--- src/logic/cbx_pkg.sv ---
package cbx_pkg;
  // Register map, word addresses on the plain port
  localparam logic [4:0] ADDR_CTRL_ONE   = 5'h00;  // serial_control_one
  localparam logic [4:0] ADDR_CTRL_TWO   = 5'h01;  // serial_control_two
  localparam logic [4:0] ADDR_WORD_COUNT = 5'h02;  // word_count_register
  localparam logic [4:0] ADDR_STATUS     = 5'h03;  // serial_status_register
  localparam logic [4:0] ADDR_DATA_BASE  = 5'h10;  // shared_data_area, 16 addresses, DEPTH slots
  // serial_control_one fields
  localparam int CTRL_START_POS  = 7;
  localparam int CTRL_ABORT_POS  = 6;
  localparam int CTRL_MODE_HI    = 5;
  localparam int CTRL_MODE_LO    = 3;
  localparam int CTRL_EXTCLK_POS = 0;
  // serial_control_two fields
  localparam int CTRL2_DIV_HI = 1;
  localparam int CTRL2_DIV_LO = 0;
  // Status fields
  localparam int STAT_ACTIVE_POS = 7;
  localparam int STAT_WAIT_POS   = 6;
  localparam logic [7:0] CTRL_ONE_RST   = 8'h00;
  localparam logic [7:0] CTRL_TWO_RST   = 8'h00;
  localparam logic [2:0] WORD_COUNT_RST = 3'h0;
  // Transfer modes in xfer_mode_field
  typedef enum logic [2:0] {
    CBX_MODE_TX8  = 3'b000,
    CBX_MODE_TX4  = 3'b001,
    CBX_MODE_TXRX = 3'b010,
    CBX_MODE_RX8  = 3'b110,
    CBX_MODE_RX4  = 3'b111
  } cbx_mode_t;
  typedef enum logic [1:0] {
    CBX_IDLE  = 2'b00,
    CBX_SHIFT = 2'b01,
    CBX_WAIT  = 2'b10,
    CBX_LAST  = 2'b11
  } cbx_state_t;
  // Internal half-period choices in core cycles (base rate, shifted by divider)
  localparam int SCK_HALF_NS     = 80;
  localparam int CLK_PERIOD_NS   = 8;
  localparam int SCK_HALF_CYCLES = SCK_HALF_NS / CLK_PERIOD_NS;
endpackage

--- src/logic/cbx_serial_xfer.sv ---
// Added by the designer: the address map and the plain strobed port.
`timescale 1ns/1ps
`default_nettype none
module cbx_serial_xfer #(
  parameter int DEPTH = 8
) (
  // Clock and reset
  input  wire logic       core_clk_in,
  input  wire logic       arst_n_in,
  // Register port
  input  wire logic [4:0] reg_addr_in,
  input  wire logic [7:0] reg_wdata_in,
  input  wire logic       reg_wr_in,
  input  wire logic       reg_rd_in,
  output logic      [7:0] reg_rdata_out,
  // Serial pins
  input  wire logic       sck_in,
  output logic            sck_out,
  output logic            sck_oe_out,
  input  wire logic       sdi_in,
  output logic            sdo_out,
  // Event
  output logic            serial_buffer_irq_out
);
  typedef struct packed {
    // Software-visible registers
    logic [7:0]       ctrl1;
    logic [1:0]       ctrl2;
    logic [2:0]       count;
    // Data buffer
    logic [DEPTH-1:0][7:0] buf_q;
    // Shift engine
    cbx_pkg::cbx_state_t st;
    logic [7:0]       shreg;
    logic [3:0]       bitn;
    logic [2:0]       idx;
    logic             dummy;
    logic             rx_got;
    logic             tx_got;
    // Internal clock and data-out
    logic             sck_o;
    logic             sdo;
    logic [7:0]       div;
    // Pin synchronisers and edge history
    logic [1:0]       sck_s;
    logic [1:0]       sdi_s;
    logic             sck_d;
    // Registered outputs
    logic             irq;
    logic [7:0]       rdata;
  } cbx_regs_t;

  cbx_regs_t r;
  cbx_regs_t n;

  // Receive-only modes
  function automatic logic is_rx(input logic [2:0] m);
    is_rx = (m == cbx_pkg::CBX_MODE_RX8) || (m == cbx_pkg::CBX_MODE_RX4);
  endfunction

  // Every mode that drives the data-out pin, duplex included
  function automatic logic is_tx(input logic [2:0] m);
    is_tx = !is_rx(m);
  endfunction

  // The shared transmit/receive mode
  function automatic logic is_duplex(input logic [2:0] m);
    is_duplex = (m == cbx_pkg::CBX_MODE_TXRX);
  endfunction

  // Modes that capture the data-in pin
  function automatic logic takes_in(input logic [2:0] m);
    takes_in = is_rx(m) || is_duplex(m);
  endfunction

  // Data-area address: upper half of the map
  function automatic logic data_addr(input logic [4:0] a);
    data_addr = a[4];
  endfunction

  // Data-area address that names a real buffer entry
  function automatic logic slot_addr(input logic [4:0] a);
    slot_addr = a[4] && (a[3:0] < 4'(DEPTH));
  endfunction

  // Completed receive word as it lands in the buffer
  function automatic logic [7:0] rx_word(input logic [2:0] m, input logic b,
                                         input logic [7:0] s);
    if (m == cbx_pkg::CBX_MODE_TXRX) begin
      rx_word = {b, s[6:0]};
    end else if (m == cbx_pkg::CBX_MODE_RX4) begin
      rx_word = {4'h0, b, s[7:5]};
    end else begin
      rx_word = {b, s[7:1]};
    end
  endfunction

  // Decoded control and strobes
  logic [2:0] mode;
  logic       four_bit;
  logic       ext_clk;
  logic       fall_e;
  logic       rise_e;
  logic       data_hit;
  logic       slot_hit;
  logic [3:0] word_bits;
  logic [7:0] half_cnt;
  logic [7:0] status_byte;
  logic       resume;

  always_comb begin
    mode      = r.ctrl1[cbx_pkg::CTRL_MODE_HI:cbx_pkg::CTRL_MODE_LO];
    four_bit  = (mode == cbx_pkg::CBX_MODE_TX4) || (mode == cbx_pkg::CBX_MODE_RX4);
    ext_clk   = r.ctrl1[cbx_pkg::CTRL_EXTCLK_POS];
    word_bits = four_bit ? 4'h4 : 4'h8;
    data_hit  = data_addr(reg_addr_in);
    slot_hit  = slot_addr(reg_addr_in);
    half_cnt  = 8'(cbx_pkg::SCK_HALF_CYCLES << r.ctrl2);
    fall_e    = 1'b0;
    rise_e    = 1'b0;
    n         = r;
    // Interrupt is a one-cycle pulse
    n.irq     = 1'b0;

    // Pin synchronisers
    n.sck_s   = {r.sck_s[0], sck_in};
    n.sdi_s   = {r.sdi_s[0], sdi_in};
    n.sck_d   = r.sck_s[1];

    // Edge source: external pin or internal divider
    if (ext_clk) begin
      fall_e = r.sck_d && !r.sck_s[1];
      rise_e = !r.sck_d && r.sck_s[1];
    end else if (r.st == cbx_pkg::CBX_SHIFT || r.st == cbx_pkg::CBX_LAST) begin
      // One toggle per half period, scaled by the divider field
      if (r.div >= half_cnt - 8'h01) begin
        n.div   = 8'h00;
        n.sck_o = !r.sck_o;
        fall_e  = r.sck_o;
        rise_e  = !r.sck_o;
      end else begin
        n.div = r.div + 8'h01;
      end
    end

    // Register writes
    n.rdata = r.rdata;
    if (reg_wr_in) begin
      if (data_hit) begin
        if (slot_hit) begin
          n.buf_q[reg_addr_in[2:0]] = reg_wdata_in;
        end
        n.tx_got = 1'b1;
      end else if (reg_addr_in == cbx_pkg::ADDR_CTRL_ONE) begin
        // A mode change empties the buffer, so stale words never go out
        if (reg_wdata_in[cbx_pkg::CTRL_MODE_HI:cbx_pkg::CTRL_MODE_LO] != mode) begin
          n.buf_q = '0;
        end
        n.ctrl1 = reg_wdata_in;
      end else if (reg_addr_in == cbx_pkg::ADDR_CTRL_TWO) begin
        n.ctrl2 = reg_wdata_in[cbx_pkg::CTRL2_DIV_HI:cbx_pkg::CTRL2_DIV_LO];
      end else if (reg_addr_in == cbx_pkg::ADDR_WORD_COUNT) begin
        n.count = reg_wdata_in[2:0];
      end
    end

    // Register reads, data one cycle later
    if (reg_rd_in) begin
      if (data_hit) begin
        n.rdata  = slot_hit ? r.buf_q[reg_addr_in[2:0]] : 8'h00;
        n.rx_got = 1'b1;
      end else if (reg_addr_in == cbx_pkg::ADDR_CTRL_ONE) begin
        n.rdata = r.ctrl1;
      end else if (reg_addr_in == cbx_pkg::ADDR_WORD_COUNT) begin
        n.rdata = {5'h00, r.count};
      end else if (reg_addr_in == cbx_pkg::ADDR_STATUS) begin
        n.rdata = status_byte;
      end else begin
        n.rdata = 8'h00;
      end
    end

    // Transfer engine
    case (r.st)
      cbx_pkg::CBX_IDLE: begin
        n.sck_o = 1'b1;
        n.div   = 8'h00;
        // Abort must be cleared by software before a start takes
        if (r.ctrl1[cbx_pkg::CTRL_START_POS] && !r.ctrl1[cbx_pkg::CTRL_ABORT_POS]) begin
          n.st     = cbx_pkg::CBX_SHIFT;
          n.idx    = 3'h0;
          n.bitn   = 4'h0;
          n.shreg  = r.buf_q[0];
          n.dummy  = 1'b0;
          n.tx_got = reg_wr_in && data_hit;
          n.rx_got = reg_rd_in && data_hit;
        end
      end
      cbx_pkg::CBX_SHIFT, cbx_pkg::CBX_LAST: begin
        if (fall_e && is_tx(mode)) begin
          n.sdo   = r.shreg[0];
          n.shreg = {1'b0, r.shreg[7:1]};
        end
        if (rise_e) begin
          // Receive shifts right; duplex fills the top bit freed at the falling edge
          if (is_rx(mode)) begin
            n.shreg = {r.sdi_s[1], r.shreg[7:1]};
          end else if (is_duplex(mode)) begin
            n.shreg = {r.sdi_s[1], r.shreg[6:0]};
          end
          n.bitn = r.bitn + 4'h1;
          if (r.bitn + 4'h1 == word_bits) begin
            n.bitn = 4'h0;
            if (takes_in(mode)) begin
              if (r.dummy && is_rx(mode) && ext_clk) begin
                n.st = cbx_pkg::CBX_IDLE;
                n.ctrl1[cbx_pkg::CTRL_START_POS] = 1'b0;
              end else begin
                n.buf_q[r.idx] = rx_word(mode, r.sdi_s[1], r.shreg);
              end
            end
            if (!r.ctrl1[cbx_pkg::CTRL_START_POS] || r.st == cbx_pkg::CBX_LAST) begin
              n.st = cbx_pkg::CBX_IDLE;
            end else if (r.idx == r.count) begin
              // Count reached: stall the internal clock, or arm the refill check
              n.irq    = 1'b1;
              n.idx    = 3'h0;
              // An access in this very cycle still counts: set wins over clear
              n.tx_got = reg_wr_in && data_hit;
              n.rx_got = reg_rd_in && data_hit;
              if (ext_clk) begin
                n.dummy = 1'b1;
                n.shreg = r.buf_q[0];
              end else begin
                n.st = cbx_pkg::CBX_WAIT;
              end
            end else begin
              n.idx   = r.idx + 3'h1;
              n.shreg = r.buf_q[r.idx + 3'h1];
            end
          end
        end

        // External clock: refill missing at next shift
        if (ext_clk && r.dummy && fall_e && r.bitn == 4'h0) begin
          if (is_rx(mode)) begin
            n.dummy = r.rx_got ? 1'b0 : 1'b1;
          end else if (!(r.tx_got || reg_wr_in)) begin
            n.st = cbx_pkg::CBX_LAST;
          end else begin
            n.dummy = 1'b0;
          end
        end
        // A read at any time lifts the receive hold
        if (ext_clk && r.dummy && is_rx(mode) && r.rx_got) begin
          n.dummy = 1'b0;
        end
      end
      cbx_pkg::CBX_WAIT: begin
        n.sck_o = 1'b1;
        if (!r.ctrl1[cbx_pkg::CTRL_START_POS]) begin
          n.st = cbx_pkg::CBX_IDLE;
        end else if (resume) begin
          n.st    = cbx_pkg::CBX_SHIFT;
          n.shreg = r.buf_q[0];
          n.div   = 8'h00;
        end
      end
      default: n.st = cbx_pkg::CBX_IDLE;
    endcase

    // Abort ends at once
    if (r.ctrl1[cbx_pkg::CTRL_ABORT_POS]) begin
      n.st    = cbx_pkg::CBX_IDLE;
      n.sck_o = 1'b1;
      n.irq   = 1'b0;
    end
  end

  // Status byte as software sees it
  always_comb begin
    status_byte = 8'h00;
    status_byte[cbx_pkg::STAT_ACTIVE_POS] = (r.st != cbx_pkg::CBX_IDLE);
    status_byte[cbx_pkg::STAT_WAIT_POS]   = (r.st == cbx_pkg::CBX_WAIT);
  end

  // Wait release: a data read in receive modes, a data write in the others
  always_comb begin
    resume = 1'b0;
    if (is_rx(mode)) begin
      resume = r.rx_got;
    end else begin
      resume = r.tx_got;
    end
  end

  always_ff @(posedge core_clk_in or negedge arst_n_in) begin
    if (!arst_n_in) begin
      r       <= '0;
      r.ctrl1 <= cbx_pkg::CTRL_ONE_RST;
      r.ctrl2 <= cbx_pkg::CTRL_TWO_RST[1:0];
      r.count <= cbx_pkg::WORD_COUNT_RST;
      // Clock and synchroniser start idle high, so no false edge follows reset
      r.sck_o <= 1'b1;
      r.sdo   <= 1'b1;
      r.sck_s <= 2'b11;
      r.sck_d <= 1'b1;
    end else begin
      r <= n;
    end
  end

  always_comb begin
    reg_rdata_out         = r.rdata;
    sck_out               = r.sck_o;
    // The clock pin is driven only while the internal clock is selected
    sck_oe_out            = !ext_clk;
    sdo_out               = r.sdo;
    serial_buffer_irq_out = r.irq;
  end
endmodule
`default_nettype wire

--- config.mk ---
export PLATFORM = sky130hd
export DESIGN_NAME = cbx_serial_xfer
export DESIGN_NICKNAME = d
export VERILOG_FILES = /design/src/logic/cbx_pkg.sv /design/src/logic/cbx_serial_xfer.sv
export SDC_FILE = /design/constraint.sdc
export NUM_CORES = 1
export LEC_CHECK = 0
export ABC_AREA = 1
export ABC_CLOCK_PERIOD_IN_PS = 3700
export BUFFER_PORTS_ARGS = -buffer_cell sky130_fd_sc_hd__buf_2
export CAP_MARGIN = 20
export CORE_MARGIN = 4
export CORE_UTILIZATION = 55
export CTS_CLUSTER_DIAMETER = 60
export DETAILED_ROUTE_END_ITERATION = 6
export PLACE_DENSITY = 0.71
export RECOVER_POWER = 50
export SLEW_MARGIN = 20
export SYNTH_ARGS = -nofsm -noshare
export SYNTH_HDL_FRONTEND = slang
export SYNTH_SLANG_ARGS = --single-unit
--- constraint.sdc ---
create_clock -name core_clk_in -period 3.7 [get_ports core_clk_in]
set_input_delay 0.37 -clock core_clk_in [delete_from_list [all_inputs] [get_ports core_clk_in]]
set_output_delay 0.37 -clock core_clk_in [all_outputs]
set_load 0.05 [all_outputs]
* Word-level counts from Yosys, hierarchy flattened
Index checks and enable logic that the tools add are counted.
** Cells by class
- Add/subtract/negate cells :: 4
- Magnitude comparators :: 7
- Equal/unequal tests :: 22
- Shifts and indexed selects :: 1
- Multiplexer cells :: 101
- Bitwise gates (word level) :: 3
- Reduce and logical (&&, ||, !) cells :: 48
** Operators with widths (count)
- $mux W64 :: 6
- $mux W8 :: 29
- $mux W84 :: 2
- $bwmux W64 :: 2
- $mux W77 :: 1
- $mux W66 :: 1
- $bmux W8 S3 :: 2
- $demux W8 S3 :: 2
- $mux W1 :: 33
- $pmux W10 S3 :: 1
- $mux W2 :: 10
- $mux W20 :: 1
- $pmux W10 S2 :: 1
- $logic_and A1 B1 Y1 :: 16
- $pmux W8 S2 :: 1
- $mux W13 :: 1
- $lt A3 B4 Y1 const B :: 3
- $mux W3 :: 4
- $reduce_and A3 Y1 :: 4
- $eq A5 B2 Y1 const B :: 2
- $mux W10 :: 1
- $ne A2 B2 Y1 const B :: 5
- $reduce_and A5 Y1 :: 2
- $add A8 B1 Y8 const B :: 1
- 34 further kinds :: 55
** Word-level totals
- Flip-flop bits (word level) :: 121
- Bits of input ports :: 19
- Logic and storage cells :: 213

* Logic depth before layout (Yosys ltp)
Gate-level depths: netlist of the first run.
- Depth after elaboration :: 22
- Depth in mapped cells :: 21
- Depth with buffers taken out :: 19

* Least setup slack after synthesis of the first run
OpenSTA, ideal clock, no wires.
- Path type :: reg2reg
- From :: register r[111] (netlist name)
- To :: register r[76] (netlist name)
- Library setup time :: 127 ps
- Data arrival time :: 2476 ps
- Data required time :: 3573 ps
- Path slack :: 1097 ps
- Cell stages (with the launch flop) :: 20
- Path buffers :: 1
- Clock period less this slack :: 2603 ps
- Cell sequence :: dfrtp_1 inv_1 ha_1 inv_1 ha_1 ha_1 nand2_1 inv_1 nand2_1 nand2_1 nand2_1 nand2_1 nand3_1 nand2_1 nand2_2 nor2_8 nand2_2 nor2_4 buf_4 o21ai_0
** RTL lines
- from (decl) :: line cbx_serial_xfer.sv:53 : cbx_regs_t r;
- from (signal assigned) :: line cbx_serial_xfer.sv:309 : r <= n;

==> results of run 1 <==
-- Yosys cell counts (2+ instances only) --
cell type and instances:
nand2_1 259, o21ai_0 238, inv_1 155, nand3_1 134, dfrtp_1 116, a21oi_1 72
nor2_1 66, clkbuf_1 45, o22ai_1 25, a22oi_1 21, ha_1 18, buf_4 16
buf_2 13, a31oi_1 9, o21bai_1 9, xor2_1 9, a21boi_0 8, nand4_1 8
dfstp_2 5, nand2_2 5, nor3_1 5, o211ai_1 5, inv_2 4, nor2_4 4
o21a_1 4, o21ai_1 4, o31ai_1 4, xnor2_1 4, a41oi_1 3, o221ai_1 3
buf_1 2, nand3b_1 2, nor2_2 2
-- layout make-up --
class	count	area share, %
clock buffer	22	5.054
clock inverter	10	1.972
inverter	160	6.269
multi-input combinational	929	49.14
sequential	121	31.68
tap	211	2.756
timing repair buffer	48	3.121
-- power groups by stage --
stage | logic, W | clock network, W | registers (W)
floorplan | 0.000823 | 0 | 0.00154
global placement | 0.00118 | 0 | 0.00158
detailed placement | 0.00120 | 0 | 0.00158
CTS | 0.00121 | 0.00192 | 0.00156
global route | 0.00136 | 0.00199 | 0.00158
finish | 0.00123 | 0.00192 | 0.00156
-- metal layers --
layer / wire length [µm] / track usage, % / vias up
met5: 0 / 0 / -
met2: 13610 / 52.47 / 561
met3: 2909 / 6.789 / 91
met1: 12460 / 46.98 / 4364
met4: 1296 / 14.80 / 0
li1: - / - / 4321
-- path summary, 6_finish.rpt --
check,slack [ns],from,endpoint
max in group asynchronous,0.76,arst_n_in,r[105]
worst min-delay path,0.04,sdi_in,n[11]
worst max-delay path,0.44,r[112],r[62]
worst min register to register,0.37,n[13],n[9]
min in group asynchronous,1.35,arst_n_in,r[20]
worst max register to register,0.44,r[112],r[62]
-- registers in the layout, summed over array words and instances, names as in the netlist --
name	count
mode	3
sck_out	1
sdo_out	1
n	3
r	103
reg_rdata_out	8
serial_buffer_irq_out	1
ext_clk	1
-- cells in the final DEF, fill, tap and decap left out, types with 15 or more instances in the layout --
cell,synthesis,layout
inv_1,155,154
buf_2,13,19
o22ai_1,25,25
ha_1,18,18
clkbuf_16,0,17
dfrtp_1,116,115
a21oi_1,72,72
buf_4,16,15
o21ai_0,238,238
nand3_1,134,134
a22oi_1,21,21
nand2_1,259,259
nor2_1,66,66
-- what timing repair did --
item                                   CTS  global route
hold buffers                             1             0
setup buffers                            0             0
endpoints found under the hold margin   36             0
-- metrics by stage --
step	total power, W	hold slack, ns	area (µm²)
2_1_floorplan	0.002364	0.07441	8710
3_3_place_gp	0.002762	0.3523	8914
3_5_place_dp	0.002778	0.3542	8914
4_1_cts	0.004684	0.03160	9597
5_1_grt	0.004928	0.02364	9580
6_report	0.004713	0.03869	9580
-- worst max-delay path, cell delays in order, from the launching register on --
cell	delay, ns
dfrtp_1	0.42
inv_1	0.09
ha_1	0.24
nor3_1	0.20
nand3_1	0.10
ha_1	0.30
nand2_1	0.07
a21oi_1	0.12
nor2_1	0.05
nand2_1	0.14
nand3_1	0.09
nand2_1	0.10
nand2_2	0.11
nor2_8	0.19
nand3_1	0.54
nand3_1	0.23
o21ai_0	0.12
-- cells by family after synthesis --
family / count (synthesis)
compound gates: 408
xor+xnor: 13
fa+ha+maj: 18
buf+inv: 237
flops: 121
mux: 1
simple gates: 489
==> summary.txt, run 1 <==
Outcome = complete, but fails checks
Failing checks = capacitance limit, slew limit
Residual DRC = 0
First-pass GRT wire length = 47630 µm
Core Box Area = 15370 µm²
Die height = 133.8 µm
HPWL after DPL = 21360 µm
NumNets Final = 1314
CTS max path bufs = 2
Sink Count = 121
Place WS = 0.4904 ns
Vias in the first global route = 8342
Hold Crit Depth = 1
Post-CTS sizing = 0
Die width = 133.8 µm
GR Util All Layers = 34.11%
# setup viols final = 0
Filler cells = 1475
Clock share of power = 40.7%
P_sw = 0.001675 W
WP data required = 3.98 ns
Slew @ Worst Pin = 2.758 ns
Drt initial violations = 1269
Max-Cap Viols = 1
Adder-Cell Fraction of Synth Area = 2.586%
Leading area contributor after synthesis = dfrtp_1
Die Area = 17910 µm²
Post-Route Skew = 0.008032 ns
RD Place Congestion = 1.022
Nature of the critical path endpoint = register
Synth top area cells = dfrtp_1, o21ai_0, nand2_1
Post-synthesis mux area share = 0.1149%
Num CTS Buffers = 17
Leak = 4.361 nW
Asr flop ratio synth = 100.0%
TNS Setup = 0 ns
Pwr Density = 492.0 nW/µm²
Area overhead of the layout relative to synthesis = 9.999%
Peak VDD IR = 0.0003408 V
Synth Area in Compound Gates = 25.77%
IO Pins = 31
Largest family of logic cells by synthesized area = compound AO/OA/AOI/OAI gates
CTS tree = done
Critical Path AT = 3.54 ns
Largest net degree at the start of global routing = 78
Max FO, Critical Path = 15
Tcrit/Tclk final = 88.01%
CTS root buf = clkbuf_16
Crit path time final = 3.256 ns
Drt pass-1 iters = 6
Seq/Total Area, Yosys = 34.84%
H-tree depth = 4
Fraction of layout cells with a size suffix above 1 = 6.977%
Seq. cell area = 3035 µm²
Fin. max-slew vios = 47
Worst skew pair latency = 0.43 ns
Cells after synthesis = 1287
Post-Synth Simple-Gate Area = 24.28%
Post-DR vias/cell = 6.221
Reg2reg path depth = 16
DP Cell Count = 1468
Xor and xnor area share after synthesis = 1.307%
Top FF cell, synth = dfrtp_1
Startpoint types = register
Seq cells post-synth = 121
Max-slew headroom = -83.85%
Area share of the largest cell type after synthesis = 33.33%
Maximum clock rate = 307.1 MHz
Post-Syn Area per Cell = 6.767 µm²
Synthesis warning total = 0
P_int = 0.003039 W
Post-Route WL = 30270 µm
Unrepaired setup endpoints after global routing = false
Detailed-route via count = 9337
Drt wl/cell = 20.17 µm
Hold WC Path Type = in2reg
Switch share = 35.53%
Post-layout util = 62.33%
Post-synthesis net count = 1324
Critical path class = reg2reg
CTS clk-pin slew, worst paths = 0.06 ns
Number of flops mapped to enable cells by yosys = 0
Grt total ovfl = 0
Layout Cells excl Fill = 1501
Synth Cell Area = 8710 µm²
Initial core utilization = 56.66%
PortBufs = 30
Diode count = 0
Synth unique cells = 43
Sequential Power Share = 33.1%
Initial antenna violation count = 0
Final hold violations = 0
Gate power share = 26.2%
Area of the multi-input gates = 4708 µm²
Final setup margin = 0.4437 ns
Final ANT Viol Nets = 0
Rows = 45
(Power assumes the default switching activity.)
==> inputs of run 2 (changes only) <==
--- a/config.mk
+++ b/config.mk
@@ -10,11 +10,13 @@
 export BUFFER_PORTS_ARGS = -buffer_cell sky130_fd_sc_hd__buf_2
 export CAP_MARGIN = 20
 export CORE_MARGIN = 4
-export CORE_UTILIZATION = 55
+export CORE_UTILIZATION = 30
+export CTS_BUF_LIST = sky130_fd_sc_hd__clkbuf_16
 export CTS_CLUSTER_DIAMETER = 60
 export DETAILED_ROUTE_END_ITERATION = 6
-export PLACE_DENSITY = 0.71
+export PLACE_DENSITY = 0.44
 export RECOVER_POWER = 50
+export SKIP_LAST_GASP = 1
 export SLEW_MARGIN = 20
 export SYNTH_ARGS = -nofsm -noshare
 export SYNTH_HDL_FRONTEND = slang
==> summary.txt, run 2 (synthesis results as in run 1) <==
Pwr Density = 473.7 nW/µm² (was 492.0 nW/µm²)
First-pass GRT wire length = 53880 µm (was 47630 µm)
Die width = 178.4 µm (was 133.8 µm)
Final hold violations = 0 (unchanged)
HPWL after DPL = 24910 µm (was 21360 µm)
Final ANT Viol Nets = 0 (unchanged)
Met3 WL = 1899 µm (was 2909 µm)
Tcrit/Tclk final = 83.23% (was 88.01%)
HP Start = sdi_in (unchanged)
Die height = 178.4 µm (was 133.8 µm)
Area overhead of the layout relative to synthesis = 12.74% (was 9.999%)
Worst skew pair latency = 0.44 ns (was 0.43 ns)
R2R Path Start = r[112] (unchanged)
Commonest non-fill, non-tap cell in the layout = nand2_1 (unchanged)
Crit path time final = 3.079 ns (was 3.256 ns)
CTS max path bufs = 2 (unchanged)
WP data required = 4.04 ns (was 3.98 ns)
H-tree depth = 4 (unchanged)
Wire length on met1 = 16080 µm (was 12460 µm)
Critical path class = reg2reg (unchanged)
Failing checks = capacitance limit, slew limit (unchanged)
Hold buffer count at cts = 0 (was 1)
Postcts setup bufs = 0 (unchanged)
Critical Path AT = 3.42 ns (was 3.54 ns)
Hold Slack = 0.03447 ns (was 0.03869 ns)
Outcome = complete, but fails checks (unchanged)
Metal2 WL = 16280 µm (was 13610 µm)
Post-DR vias/cell = 5.332 (was 6.221)
Initial core utilization = 30.34% (was 56.66%)
Unrepaired setup endpoints after global routing = false (unchanged)
Die Area = 31820 µm² (was 17910 µm²)
Residual DRC = 0 (unchanged)
Drt initial violations = 1018 (was 1269)
Sink Count = 121 (unchanged)
NumNets Final = 1328 (was 1314)
Grt total ovfl = 0 (unchanged)
RR Endpoint = r[58] (was r[62])
Startpoint types = register (unchanged)
Nature of the critical path endpoint = register (unchanged)
Core Box Area = 28700 µm² (was 15370 µm²)
Max FO, Critical Path = 15 (unchanged)
Post-CTS sizing = 0 (unchanged)
CTS tree = done (unchanged)
Switch share = 37.52% (was 35.53%)
Number of flip-flops in the largest register = 103 (unchanged)
Largest net degree at the start of global routing = 75 (was 78)
Reg2reg setup slack = 0.62 ns (was 0.44 ns)
Most frequent cells in the layout = nand2_1, o21ai_0, inv_1 (unchanged)
Num CTS Buffers = 17 (unchanged)
Gate power share = 28.6% (was 26.2%)
Fin. max-slew vios = 100 (was 47)
# setup viols final = 0 (unchanged)
Detailed-route via count = 8990 (was 9337)
Vias in the first global route = 8530 (was 8342)
Hold Crit Depth = 1 (unchanged)
Top layer in use = met4 (unchanged)
RD Place Congestion = 0.8845 (was 1.022)
Hold WC Path Type = in2reg (unchanged)
Initial antenna violation count = 0 (unchanged)
GR Util All Layers = 22.65% (was 34.11%)
Maximum clock rate = 324.7 MHz (was 307.1 MHz)
Max-slew headroom = -38.91% (was -83.85%)
Rows = 62 (was 45)
Slew @ Worst Pin = 2.084 ns (was 2.758 ns)
Diode count = 0 (unchanged)
TNS Setup = 0 ns (unchanged)
CTS root buf = clkbuf_16 (unchanged)
WHS Endpoint = n[11] (unchanged)
IO Pins = 31 (unchanged)
CTS clk-pin slew, worst paths = 0.06 ns (about the same)
Drt pass-1 iters = 5 (was 6)
Most flop-heavy register = r (unchanged)
PortBufs = 30 (unchanged)
P_sw = 0.001745 W (was 0.001675 W)
Filler cells = 3189 (was 1475)
Fraction of layout cells with a size suffix above 1 = 8.372% (was 6.977%)
Sequential Power Share = 33.5% (was 33.1%)
Reg2reg path depth = 15 (was 16)
Max-Cap Viols = 3 (was 1)
Clock share of power = 37.9% (was 40.7%)
Leak = 4.424 nW (was 4.361 nW)
P_int = 0.002907 W (was 0.003039 W)
Post-Route Skew = 0.007817 ns (was 0.008032 ns)
Post-Route WL = 35320 µm (was 30270 µm)
Drt wl/cell = 20.95 µm (was 20.17 µm)
Peak VDD IR = 0.0003173 V (was 0.0003408 V)
==> run 2: cell count changes in the layout (fill, tap and decap cells not counted), sizes merged <==
| cell | previous run | this run |
|---|---|---|
| inv | 158 | 162 |
| buf | 36 | 58 |
| clkinvlp | 1 | 2 |
| bufinv | 5 | 4 |
| clkinv | 6 | 5 |
| clkbuf | 33 | 21 |
| dlygate4sd3 | 1 | 0 |
==> run 2: cell type report <==
type | instances | area [µm²] | area share [%]
flip-flops and latches | 121 | 3035 | 30.91
repair buffers | 62 | 404.1 | 4.116
clock buffers | 17 | 425.4 | 4.332
clock inverters | 13 | 165.2 | 1.682
inverters | 160 | 600.6 | 6.116
well taps | 384 | 480.5 | 4.893
multi-input cells | 929 | 4708 | 47.95
==> run 2: critical path, stage by stage (launching register included) <==
cell and delay [ns]:
dfrtp_1 0.42, inv_1 0.09, ha_1 0.24, nor3_1 0.20, nand3_1 0.10, ha_1 0.30
nand2_1 0.07, a21oi_1 0.11, nor2_1 0.05, nand2_1 0.13, nand3_1 0.09, nand2_1 0.13
nand2_2 0.12, nor2_8 0.18, nand4_2 0.40, o21ai_0 0.33
==> run 2: worst max-delay path by stage <==
stage	from	end	slack, ns	depth (start not counted)
detailed placement	r[112]	r[58]	0.67	15
CTS	r[112]	r[58]	0.65	15
global route	r[112]	r[57]	0.26	15
finish	r[112]	r[58]	0.62	15
floorplan	r[111]	r[76]	1.10	19
global placement	r[111]	r[58]	0.72	17
==> run 2: power groups by stage <==
| stage | Combinational (W) | Clock, W | Sequential [W] |
|---|---|---|---|
| floorplan | 0.000823 | 0 | 0.00154 |
| global placement | 0.00133 | 0 | 0.00158 |
| detailed placement | 0.00133 | 0 | 0.00158 |
| CTS | 0.00133 | 0.00179 | 0.00156 |
| global route | 0.00147 | 0.00184 | 0.00158 |
| finish | 0.00133 | 0.00176 | 0.00156 |
==> run 2: per-stage QoR <==
| stage | setup slack (ns) | power (W) | area (µm²) | instances | utilization (%) |
|---|---|---|---|---|---|
| 6_report | 0.6205 | 0.004652 | 9819 | 1686 | 34.21 |
| 5_1_grt | 0.2552 | 0.004893 | 9819 | 1686 | 34.21 |
| 4_1_cts | 0.6486 | 0.004685 | 9837 | 1686 | 34.27 |
| 3_5_place_dp | 0.6715 | 0.002907 | 9246 | 1656 | 32.21 |
| 3_3_place_gp | 0.7236 | 0.002915 | 9246 | 1656 | 32.21 |
| 2_1_floorplan | 1.097 | 0.002364 | 8710 | 1287 | - |
==> run 2: metal layers <==
metal	global-route usage (%)	up-vias
li1	-	4329
met1	30.93	4327
met2	36.39	276
met3	3.921	58
met4	7.547	0
met5	0	-
==> inputs of run 3 (changes only) <==
--- a/config.mk
+++ b/config.mk
@@ -5,8 +5,8 @@
 export SDC_FILE = /design/constraint.sdc
 export NUM_CORES = 1
 export LEC_CHECK = 0
-export ABC_AREA = 1
-export ABC_CLOCK_PERIOD_IN_PS = 3700
+export ABC_AREA = 0
+export ABC_CLOCK_PERIOD_IN_PS = 2580
 export BUFFER_PORTS_ARGS = -buffer_cell sky130_fd_sc_hd__buf_2
 export CAP_MARGIN = 20
 export CORE_MARGIN = 4
@@ -14,7 +14,7 @@
 export CTS_BUF_LIST = sky130_fd_sc_hd__clkbuf_16
 export CTS_CLUSTER_DIAMETER = 60
 export DETAILED_ROUTE_END_ITERATION = 6
-export PLACE_DENSITY = 0.44
+export PLACE_DENSITY = 0.45
 export RECOVER_POWER = 50
 export SKIP_LAST_GASP = 1
 export SLEW_MARGIN = 20
==> constraint.sdc (replaced) <==
create_clock -name core_clk_in -period 2.58 [get_ports core_clk_in]
set_input_delay 0.258 -clock core_clk_in [delete_from_list [all_inputs] [get_ports core_clk_in]]
set_output_delay 0.258 -clock core_clk_in [all_outputs]
set_load 0.05 [all_outputs]
==> summary.txt, run 3 <==
Outcome = complete, but fails checks (unchanged)
Failing checks = capacitance limit, slew limit, setup timing (was capacitance limit, slew limit)
Crit-path slowest cell = dfrtp_1 (unchanged)
First-pass GRT wire length = 45580 µm (was 53880 µm)
Max FO, Critical Path = 8 (was 15)
Worst skew pair latency = 0.43 ns (was 0.44 ns)
Diode count = 0 (unchanged)
Critical path class = reg2reg (unchanged)
Post-DR vias/cell = 5.414 (was 5.332)
Largest net degree at the start of global routing = 68 (was 75)
Area share of the largest cell type after synthesis = 34.53% (was 33.33%)
Leak = 4.373 nW (was 4.424 nW)
Initial core utilization = 30.34% (about the same)
Post-synthesis net count = 956 (was 1324)
PortBufs = 30 (unchanged)
Die width = 175.4 µm (was 178.4 µm)
HPWL after DPL = 20680 µm (was 24910 µm)
Sink Count = 121 (unchanged)
Max-slew headroom = -26.11% (was -38.91%)
Drt pass-1 iters = 7 (was 5)
Max-Cap Viols = 1 (was 3)
Seq cells post-synth = 121 (unchanged)
Reg2reg path depth = 12 (was 15)
Hold WC Path Type = in2reg (unchanged)
Maximum clock rate = 374.3 MHz (was 324.7 MHz)
Most frequent cells in the layout = dfrtp_1, nand2_1, a21oi_1 (was nand2_1, o21ai_0, inv_1)
Seq/Total Area, Yosys = 36.10% (was 34.84%)
Overall power = 0.007762 W (was 0.004652 W)
Final ANT Viol Nets = 0 (unchanged)
Area overhead of the layout relative to synthesis = 24.52% (was 12.74%)
H-tree depth = 4 (unchanged)
Most numerous cell in the Yosys netlist = dfrtp_1 (was nand2_1)
Synth top area cells = dfrtp_1, mux4_2, a21oi_1 (was dfrtp_1, o21ai_0, nand2_1)
WP data required = 2.93 ns (was 4.04 ns)
Tcrit/Tclk final = 103.6% (was 83.23%)
CTS clk-pin slew, worst paths = 0.06 ns (about the same)
Crit path time final = 2.672 ns (was 3.079 ns)
Hold Crit Depth = 2 (was 1)
Synth Cell Area = 8406 µm² (was 8710 µm²)
Drt wl/cell = 21.56 µm (was 20.95 µm)
Critical Path AT = 3.02 ns (was 3.42 ns)
Slew @ Worst Pin = 1.892 ns (was 2.084 ns)
R2R Path Start = r[112] (unchanged)
Nature of the critical path endpoint = register (unchanged)
WP buf/inv = 3 (was 1)
Vias in the first global route = 7267 (was 8530)
Reg2reg setup slack = -0.09 ns (was 0.62 ns)
Final setup margin = -0.09174 ns (was 0.6205 ns)
Synth unique cells = 74 (was 43)
Post-Syn Area per Cell = 9.146 µm² (was 6.767 µm²)
Crit path max-delay family = simple AND/OR/NAND/NOR gates (unchanged)
# setup viols final = 70 (was 0)
Final hold violations = 0 (unchanged)
Cells after synthesis = 919 (was 1287)
Asr flop ratio synth = 100.0% (unchanged)
Num CTS Buffers = 17 (unchanged)
RR Endpoint = r[46] (was r[58])
Synth cell count leaders = dfrtp_1, nand2_1, a21oi_1 (was nand2_1, o21ai_0, inv_1)
Residual DRC = 0 (unchanged)
CTS max path bufs = 2 (unchanged)
Detailed-route via count = 7472 (was 8990)
RD Place Congestion = 0.8703 (was 0.8845)
Drt initial violations = 555 (was 1018)
Post-Route WL = 29760 µm (was 35320 µm)
Number of flip-flops in the largest register = 103 (unchanged)
Number of flops mapped to enable cells by yosys = 0 (unchanged)
Cell mode on critical path = ha_4 (was nand2_1)
Grt total ovfl = 0 (unchanged)
Commonest non-fill, non-tap cell in the layout = dfrtp_1 (was nand2_1)
Top FF cell, synth = dfrtp_1 (unchanged)
TNS Setup = -3.592 ns (was 0 ns)
Die Area = 30760 µm² (was 31820 µm²)
Core Box Area = 27710 µm² (was 28700 µm²)
Max incr delay on CP = 0.41 ns (was 0.42 ns)
Startpoint types = register (unchanged)
Die height = 175.4 µm (was 178.4 µm)
Critical Path, Cell by Cell = inv_2, ha_4, nor3_4, nand3_4, ha_4, and4_4, a31oi_4, a211oi_2, buf_4, and4b_1, buf_12, mux2i_1 (was inv_1, ha_1, nor3_1, nand3_1, ha_1, nand2_1, a21oi_1, nor2_1, nand2_1, nand3_1, nand2_1, nand2_2, nor2_8, nand4_2, o21ai_0)
Rows = 61 (was 62)
Pwr Density = 741.6 nW/µm² (was 473.7 nW/µm²)
NumNets Final = 1026 (was 1328)
Post-Route Skew = 0.01433 ns (was 0.007817 ns)
CTS root buf = clkbuf_16 (unchanged)
WHS Endpoint = r[24] (was n[11])
Fin. max-slew vios = 68 (was 100)
Place WS = -0.1257 ns (was 0.6715 ns)
Fraction of layout cells with a size suffix above 1 = 26.35% (was 8.372%)
CTS tree = done (unchanged)
Peak VDD IR = 0.0004231 V (was 0.0003173 V)
HP Start = reg_wr_in (was sdi_in)
Synthesis warning total = 0 (unchanged)
Unrepaired setup endpoints after global routing = true (was false)
Launch point of the worst path = r[112] (unchanged)
Post-route cell area = 10470 µm² (was 9819 µm²)
Leading area contributor after synthesis = dfrtp_1 (unchanged)
GR Util All Layers = 19.05% (was 22.65%)
Initial antenna violation count = 0 (unchanged)
Hold Slack = 0.1540 ns (was 0.03447 ns)
IO Pins = 31 (unchanged)
Most flop-heavy register = r (unchanged)
DP Area = 9517 µm² (was 9246 µm²)
[run 3: repair_timing]
action / in CTS / in global routing
setup endpoints to repair: 78 / 89
hold endpoints to repair: 62 / 0
gates resized for setup: 13 / 19
buffers inserted: 4 / 8
pin swaps: 3 / 8
hold buffers: 3 / 0
cloned: 1 / 4
[run 3: worst max path at each step]
stage / end / slack, ns / cells after the start
final: r[46] / -0.09 / 12
after global routing: r[49] / -0.28 / 12
after CTS: r[46] / -0.10 / 12
after detailed placement: r[36] / -0.13 / 13
after global placement: sdo_out / -0.12 / 12
after floorplan: r[81] / -0.06 / 13
[run 3: metrics by stage]
stage	std cells	utilization (%)
after floorplan	919	-
after global placement	1328	34.35
after detailed placement	1328	34.35
after CTS	1368	36.93
after global routing	1380	37.78
final	1380	37.78
[run 3: where the power goes]
group / leakage (nW) / switching, W / internal [W]
clock: 0.291 / 0.00100 / 0.00152
combinational: 2.51 / 0.00147 / 0.00109
sequential: 1.57 / 0.000444 / 0.00223
[run 3: cell type report]
cell class	instances	area (µm²)
clock inverter	15	173.9
tap	378	473.0
fill	2777	17240
timing repair buffer	135	1167
multi-input combinational	694	5117
sequential	121	3034
inverter	20	75.07
clock buffer	17	425.4
[run 3: metal layers]
layer / global-route usage (%) / part of all wire [%]
met3: 2.949 / 4.1
met5: 0 / 0
met4: 5.990 / 2.5
met1: 26.36 / 45
met2: 30.82 / 48
[run 3: worst reg2reg max path, stage by stage (launching register included)]
cell and delay [ns]:
dfrtp_1 0.41, inv_2 0.07, ha_4 0.18, nor3_4 0.20, nand3_4 0.09, ha_4 0.29, and4_4 0.25, a31oi_4 0.11
a211oi_2 0.20, buf_4 0.20, and4b_1 0.26, buf_12 0.15, mux2i_1 0.19
[run 3: cells by family (layout without fill, tap and decap cells)]
logic type | after synthesis | count (layout) | share of synthesized area, %
AO/OA/AOI/OAI | 254 | 254 | 20.63
XOR/XNOR | 18 | 18 | 1.965
adder cells (fa/ha/maj) | 18 | 18 | 2.679
buffers and inverters | 104 | 187 | 5.775
flip-flops | 121 | 121 | 36.10
multiplexers | 93 | 93 | 15.66
AND/OR/NAND/NOR | 311 | 311 | 17.19
